$ cat src/rtl/sls_pkg.sv
package sls_pkg;

    // ==========================================================
    // Register indices (byte address = 4 * index)
    localparam logic [11:0] IDX_LINK_PAGE = 12'h300;
    localparam logic [11:0] IDX_ERR_THRESHOLD = 12'h301;
    localparam logic [11:0] IDX_CNT_HOLD = 12'h302;
    localparam logic [11:0] IDX_CNT_CLEAR = 12'h303;
    localparam logic [11:0] IDX_INT_STATUS = 12'h304;
    localparam logic [11:0] IDX_INT_ENABLE = 12'h305;
    localparam logic [11:0] IDX_INT_CLEAR = 12'h306;
    localparam logic [11:0] IDX_LANE0_LINK_STATUS = 12'h4B0;
    localparam logic [11:0] IDX_LANE1_LINK_STATUS = 12'h4B1;
    localparam logic [11:0] IDX_LANE2_LINK_STATUS = 12'h4B2;
    localparam int IDX_LSB = 2;

    // ==========================================================
    // Error counters
    localparam int CNT_W = 8;
    localparam int NUM_ERR = 3;
    localparam logic [CNT_W-1:0] CNT_ZERO = 8'h00;
    localparam logic [CNT_W-1:0] CNT_ONE = 8'h01;
    localparam logic [CNT_W-1:0] CNT_TERMINAL = 8'hFF;
    localparam logic [CNT_W-1:0] THRESHOLD_RESET = 8'hFF;
    localparam int ERR_DISP = 0;
    localparam int ERR_INV = 1;
    localparam int ERR_KCHAR = 2;

    // ==========================================================
    // Lane status field positions
    localparam int BIT_DISP = 7;
    localparam int BIT_INV = 6;
    localparam int BIT_KCHAR = 5;
    localparam int BIT_DESKEW = 4;
    localparam int BIT_ILA = 3;
    localparam int BIT_CKS = 2;
    localparam int BIT_FRAME = 1;
    localparam int BIT_CGS = 0;

    // One-cycle error events from a lane decoder
    typedef struct packed {
        logic kchar;
        logic inv;
        logic disp;
    } sls_err_s;

    // Lane synchronisation levels, packed in status bit order 4..0
    typedef struct packed {
        logic deskew;
        logic ila;
        logic cks;
        logic frame;
        logic cgs;
    } sls_sync_s;

endpackage

$ cat src/rtl/sls_lane_status.sv
// Overview of operation
// RULE1 - Error flag set when count reaches threshold
// RULE2 - Bit 7 flags disparity errors
// RULE3 - Bit 6 flags not-in-table symbols
// RULE4 - Bit 5 flags misplaced control characters
// RULE5 - Bit 4 reports interlane deskew
// RULE6 - Bit 3 reports initial lane alignment
// RULE7 - Bit 2 reports configuration checksum result
// RULE8 - Bit 1 reports frame alignment
// RULE9 - Bit 0 reports code group sync
// RULE10 - Fields show link chosen by page control
// RULE11 - 8-bit counters hold or roll at 0xFF
// RULE12 - Lane 0 at 0x4B0, lanes consecutive
// RULE13 - Status resets zero, ignores writes
`timescale 1ns/10ps
module sls_lane_status #(
    parameter int NUM_LINKS = 2,
    parameter int NUM_LANES = 3,
    parameter int ADDR_W = 14
) (
    // Clock and reset
    input wire logic clk_sys,
    input wire logic rst,
    // APB slave
    input wire logic psel,
    input wire logic penable,
    input wire logic pwrite,
    input wire logic [ADDR_W-1:0] paddr,
    input wire logic [31:0] pwdata,
    output logic [31:0] prdata,
    output logic pready,
    output logic pslverr,
    // Receiver lanes, index = link * NUM_LANES + lane
    input wire sls_pkg::sls_err_s [NUM_LINKS*NUM_LANES-1:0] err_evt,
    input wire sls_pkg::sls_sync_s [NUM_LINKS*NUM_LANES-1:0] sync_state,
    // Interrupt
    output logic irq
);

    localparam int NL = NUM_LINKS * NUM_LANES;
    localparam int LINK_W = (NUM_LINKS > 1) ? $clog2(NUM_LINKS) : 1;

    // ==========================================================
    // Bus decode
    logic [11:0] idx;
    logic access;
    logic done;
    logic wr_done;
    logic [LINK_W-1:0] link_page;
    logic [sls_pkg::CNT_W-1:0] err_threshold;
    logic [sls_pkg::NUM_ERR-1:0] counter_hold_at_max;
    logic [sls_pkg::NUM_ERR-1:0] cnt_clear;
    logic [NUM_LANES-1:0] int_status;
    logic [NUM_LANES-1:0] int_enable;
    logic [NUM_LANES-1:0] int_clear;
    logic [NUM_LANES-1:0] flag_rise;
    logic [sls_pkg::CNT_W-1:0] cnt [NL][sls_pkg::NUM_ERR];
    logic [sls_pkg::NUM_ERR-1:0] flag [NL];
    logic [31:0] next_prdata;
    logic next_err;

    assign idx = paddr[sls_pkg::IDX_LSB +: 12];
    // One wait state: pready is raised in the second access cycle
    assign access = psel & penable & ~pready;
    assign done = psel & penable & pready;
    assign wr_done = done & pwrite & ~pslverr;
    assign cnt_clear = (wr_done && idx == sls_pkg::IDX_CNT_CLEAR) ?
        pwdata[sls_pkg::NUM_ERR-1:0] : '0;
    assign int_clear = (wr_done && idx == sls_pkg::IDX_INT_CLEAR) ?
        pwdata[NUM_LANES-1:0] : '0;

    // ==========================================================
    // Read mux
    always_comb begin
        int li;
        logic [11:0] lane_off;
        li = 0;
        lane_off = idx - sls_pkg::IDX_LANE0_LINK_STATUS;
        next_prdata = '0;
        next_err = 1'b0;
        case (idx)
            sls_pkg::IDX_LINK_PAGE: next_prdata[LINK_W-1:0] = link_page;
            sls_pkg::IDX_ERR_THRESHOLD: next_prdata[sls_pkg::CNT_W-1:0] = err_threshold;
            sls_pkg::IDX_CNT_HOLD: next_prdata[sls_pkg::NUM_ERR-1:0] = counter_hold_at_max;
            sls_pkg::IDX_CNT_CLEAR: next_prdata = '0;
            sls_pkg::IDX_INT_STATUS: next_prdata[NUM_LANES-1:0] = int_status;
            sls_pkg::IDX_INT_ENABLE: next_prdata[NUM_LANES-1:0] = int_enable;
            sls_pkg::IDX_INT_CLEAR: next_prdata = '0;
            default: begin
                // RULE12 lane address map
                if (idx >= sls_pkg::IDX_LANE0_LINK_STATUS &&
                    int'(lane_off) < NUM_LANES) begin
                    // RULE10 paged by link
                    li = int'(link_page) * NUM_LANES + int'(lane_off);
                    // Page past the last link reads as zero
                    if (int'(link_page) < NUM_LINKS) begin
                        // RULE2 disparity flag
                        next_prdata[sls_pkg::BIT_DISP] = flag[li][sls_pkg::ERR_DISP];
                        // RULE3 invalid code flag
                        next_prdata[sls_pkg::BIT_INV] = flag[li][sls_pkg::ERR_INV];
                        // RULE4 control char flag
                        next_prdata[sls_pkg::BIT_KCHAR] = flag[li][sls_pkg::ERR_KCHAR];
                        // RULE5 deskew status
                        next_prdata[sls_pkg::BIT_DESKEW] = sync_state[li].deskew;
                        // RULE6 lane alignment status
                        next_prdata[sls_pkg::BIT_ILA] = sync_state[li].ila;
                        // RULE7 checksum status
                        next_prdata[sls_pkg::BIT_CKS] = sync_state[li].cks;
                        // RULE8 frame status
                        next_prdata[sls_pkg::BIT_FRAME] = sync_state[li].frame;
                        // RULE9 code group status
                        next_prdata[sls_pkg::BIT_CGS] = sync_state[li].cgs;
                    end
                end else begin
                    next_err = 1'b1;
                end
            end
        endcase
    end

    // ==========================================================
    // APB handshake
    always_ff @(posedge clk_sys or posedge rst) begin
        if (rst) begin
            pready <= 1'b0;
            pslverr <= 1'b0;
            prdata <= '0;
        end else begin
            pready <= access;
            pslverr <= access & next_err;
            if (access) begin
                prdata <= pwrite ? 32'h0000_0000 : next_prdata;
            end
        end
    end

    // ==========================================================
    // Control registers
    // RULE13 status words have no write path
    always_ff @(posedge clk_sys or posedge rst) begin
        if (rst) begin
            link_page <= '0;
            err_threshold <= sls_pkg::THRESHOLD_RESET;
            counter_hold_at_max <= '0;
            int_enable <= '0;
        end else if (wr_done) begin
            case (idx)
                sls_pkg::IDX_LINK_PAGE: link_page <= pwdata[LINK_W-1:0];
                sls_pkg::IDX_ERR_THRESHOLD: err_threshold <= pwdata[sls_pkg::CNT_W-1:0];
                sls_pkg::IDX_CNT_HOLD: counter_hold_at_max <= pwdata[sls_pkg::NUM_ERR-1:0];
                sls_pkg::IDX_INT_ENABLE: int_enable <= pwdata[NUM_LANES-1:0];
                default: begin
                end
            endcase
        end
    end

    // ==========================================================
    // Error counters
    // RULE11 hold or roll at terminal count
    always_ff @(posedge clk_sys or posedge rst) begin
        if (rst) begin
            for (int i = 0; i < NL; i++) begin
                for (int t = 0; t < sls_pkg::NUM_ERR; t++) begin
                    cnt[i][t] <= sls_pkg::CNT_ZERO;
                end
            end
        end else begin
            for (int i = 0; i < NL; i++) begin
                for (int t = 0; t < sls_pkg::NUM_ERR; t++) begin
                    // Software clear beats a same-cycle event
                    if (cnt_clear[t] && (i / NUM_LANES) == int'(link_page)) begin
                        cnt[i][t] <= sls_pkg::CNT_ZERO;
                    end else if (err_evt[i][t]) begin
                        if (cnt[i][t] != sls_pkg::CNT_TERMINAL) begin
                            cnt[i][t] <= cnt[i][t] + sls_pkg::CNT_ONE;
                        end else if (!counter_hold_at_max[t]) begin
                            cnt[i][t] <= sls_pkg::CNT_ZERO;
                        end
                    end
                end
            end
        end
    end

    // RULE1 threshold compare
    always_ff @(posedge clk_sys or posedge rst) begin
        if (rst) begin
            for (int i = 0; i < NL; i++) begin
                flag[i] <= '0;
            end
        end else begin
            for (int i = 0; i < NL; i++) begin
                for (int t = 0; t < sls_pkg::NUM_ERR; t++) begin
                    flag[i][t] <= (cnt[i][t] >= err_threshold);
                end
            end
        end
    end

    // ==========================================================
    // Interrupts
    // A flag going high on any link raises the bit of its lane
    always_comb begin
        flag_rise = '0;
        for (int i = 0; i < NL; i++) begin
            for (int t = 0; t < sls_pkg::NUM_ERR; t++) begin
                if (cnt[i][t] >= err_threshold && !flag[i][t]) begin
                    flag_rise[i % NUM_LANES] = 1'b1;
                end
            end
        end
    end

    // New event wins over a clear in the same cycle
    always_ff @(posedge clk_sys or posedge rst) begin
        if (rst) begin
            int_status <= '0;
        end else begin
            int_status <= (int_status & ~int_clear) | flag_rise;
        end
    end

    always_ff @(posedge clk_sys or posedge rst) begin
        if (rst) begin
            irq <= 1'b0;
        end else begin
            irq <= |(int_status & int_enable);
        end
    end

    generate
        if (NUM_LINKS > 1) begin : g_page

        end
        if (NUM_LANES > 1) begin : g_lane1

        end
    endgenerate
endmodule

$ cat config.mk
export PLATFORM = sky130hd
export DESIGN_NAME = sls_lane_status
export DESIGN_NICKNAME = d
export VERILOG_FILES = /design/src/rtl/sls_pkg.sv /design/src/rtl/sls_lane_status.sv
export SDC_FILE = /design/constraint.sdc
export NUM_CORES = 1
export LEC_CHECK = 0
export ABC_AREA = 0
export CORE_UTILIZATION = 55
export CTS_CLUSTER_DIAMETER = 40
export DETAILED_ROUTE_END_ITERATION = 16
export DONT_BUFFER_PORTS = 1
export HOLD_SLACK_MARGIN = 0.15
export PLACE_DENSITY = 0.81
export SYNTH_ARGS = -nofsm -noshare
export SYNTH_HDL_FRONTEND = slang
export SYNTH_SLANG_ARGS = --single-unit
$ cat constraint.sdc
create_clock -name clk_sys -period 6.21 [get_ports clk_sys]
set_input_delay 1.242 -clock clk_sys [delete_from_list [all_inputs] [get_ports clk_sys]]
set_output_delay 1.242 -clock clk_sys [all_outputs]
set_load 0.01 [all_outputs]
==> flow_summary.ini <==
[global_route]
grt-ovfl-total = 0
grt_pass1_wl_mm = 52.0
grt_antenna_before_repair = 0
grt_max_degree = 192
grt_pass1_vias = 10496
track_usage_pct = 26.8

[setup_path]
r2r_slack_ps = 2950
critPathKind = in2reg
critPathMaxFanout = 24
critPathLaunchType = input port
arrival_ps = 3810
critPathCaptureType = flop
cp.required_ps = 6490

[layout]
diodes = 0
fin_nets = 1738
layout.cells.most_common_list = nor2_1 (194), dfrtp_1 (183), ha_1 (163)
drive_gt1_share_pct = 5.51
syn_to_final_growth_pct = 6.48
layout.cells.most_common = nor2_1
nFillCells = 1998

[pwr]
switching_share_pct = 35.3
ir_worst_vdd_uv = 195
p_sw_mw = 1.44
leakagePower_nw = 6.86
seq_power_share_pct = 48.4
p_clk_share_pct = 27.9
powerDensity_mw_per_mm2 = 290
p_int_mw = 2.64
power_frac_comb_pct = 23.7

[synthesis]
synth.distinct_cells = 71
synthCells = 1480
synth.yosys.warnings = 0
synth-main-ff-cell = dfrtp_1
synth_edf_count = 0
synth_seq_cells = 191
synth_top_area_cell = dfrtp_1
syn_area_per_cell_um2 = 8.95
ys_seq_area_share_pct = 36.1
syn_area_mm2 = 0.0133
synthTopCellsByArea = dfrtp_1 (35%), ha_1 (15%), nor2_1 (5.5%)
async_flop_share_pct = 100
yosysTopAreaCellShare_pct = 34.6

[clock_network]
cts_max_path_buffers = 2
postCtsHoldBufs = 0
post_cts_buffers = 0
cts.sinks = 191
clkLatencyLatePin_ps = 440
htreeDepth = 4
ctsResizeCount = 0
cts_buffers = 17
cts_tree = yes
path_clk_slew_ps = 70
clockRootBuffer = clkbuf_16

[timing]
hold_violations = 0
grt_setup_unrepaired = false
setup_violations = 0
report.final.slew_viol_count = 0
worst_pin_slew_ps = 1060
slew_headroom_pct = 29.0
tns_ps = 0
setup_ws_ps = 2680
period_needed_ps = 3530
fin_crit_sh_pct = 56.8
fmax_mhz = 283
clock_skew_ps = 9.71

[route]
antenna_left = 0
drt_iter0_drc = 685
drt-vias-per-instance = 6.13
firstDrtPassIters = 5
wl_mm = 32.0
routed-via-count = 11077
wl_per_cell_um = 17.7
drc = 0

[die]
die_area_mm2 = 0.0247
die_width_um = 157
core-area_mm2 = 0.0235
chipHeight_um = 157
initial_core_util_pct = 56.3
core.rowCount = 56
num_io_pins = 134

[placement]
port_buffers = 0
dp_slack_ps = 2250
dp_hpwl_mm = 22.5
globalplace.congestion = 0.924

[outcome]
status = complete, no violations

[job]
max_cap_viol_count = 0

[min_path]
hp-class = reg2reg
## through the flow
step	cells	hold WS (ps)	total power [mW]	cell area, µm²	utilization (%)
after floorplan	1503	468	2.66	13300	-
after global placement	1775	510	2.85	13500	57.4
after detailed placement	1775	510	2.94	13500	57.4
after CTS	1807	521	4.09	14100	59.9
after global routing	1807	554	4.38	14100	59.9
final	1807	525	4.09	14100	59.9
## synth_stat cells, types with 29 or more instances
library cell  number
o21ai_0           87
nand2_1          143
ha_1             163
and3_1            62
dfrtp_1          183
nand3_1           34
buf_4             29
xor2_1            40
inv_1             50
nand4_1           40
nor2_1           194
a21oi_1          126
## per-layer routing
metal	part of all wire, %	track usage, %	up-vias
met1	44	34.4	5342
met3	6.8	5.84	55
li1	-	-	5343
met5	0	0	-
met4	2.6	9.94	0
met2	47	44.3	337
## critical path: stages
cell and delay, ps:
or3_4 370, or4_4 570, or3_1 500, nor2_2 200
and3_1 790, nor2_1 130
## sequential cells by signal, indices dropped and copies added (netlist names)
register,flops
cnt,144
link_page,1
prdata,8
flag,18
irq,1
pslverr,1
int_enable,3
int_status,3
err_threshold,8
counter_hold_at_max,3
pready,1
## layout make-up
class                      instances  area (µm²)  share of cell area [%]
multi-input combinational       1206        8040                    57.0
timing repair buffer               9        80.1                   0.568
sequential                       191        4790                    33.9
clock inverter                    13         163                    1.15
inverter                          50         191                    1.36
tap                              319         399                    2.83
clock buffer                      19         443                    3.14
## power groups by stage
stage	sequential (mW)	clock (mW)	combinational [mW]
6_report	1.98	1.14	0.969
5_1_grt	2.02	1.21	1.14
4_1_cts	1.96	1.15	0.972
3_5_place_dp	1.98	0	0.962
3_3_place_gp	1.96	0	0.893
2_1_floorplan	1.86	0	0.806
## cell families after synthesis
group                    after synthesis  synth area share [%]
AND/OR/NAND/NOR                      591                  21.8
AO/OA/AOI/OAI                        346                  15.9
flip-flops                           191                  36.1
multiplexers                          37                  3.74
XOR/XNOR                              44                  2.91
other                                  1                0.0283
adder cells (fa/ha/maj)              164                  15.5
buffers and inverters                106                  3.98
## final timing paths
path                                         startpoint                      end  cells past startpoint
min in group asynchronous                           rst      cnt[96]$_DFFE_PP0P_                      2
min reg2reg                          cnt[7]$_DFFE_PP0P_       cnt[7]$_DFFE_PP0P_                      1
max reg2reg                err_threshold[5]$_DFFE_PP1P_  int_status[2]$_DFF_PP0_                      9
min                                  cnt[7]$_DFFE_PP0P_       cnt[7]$_DFFE_PP0P_                      1
max in group asynchronous                           rst      cnt[56]$_DFFE_PP0P_                      2
max                                            paddr[5]      cnt[91]$_DFFE_PP0P_                      6
No activity file was read; power rests on OpenSTA's default activity.
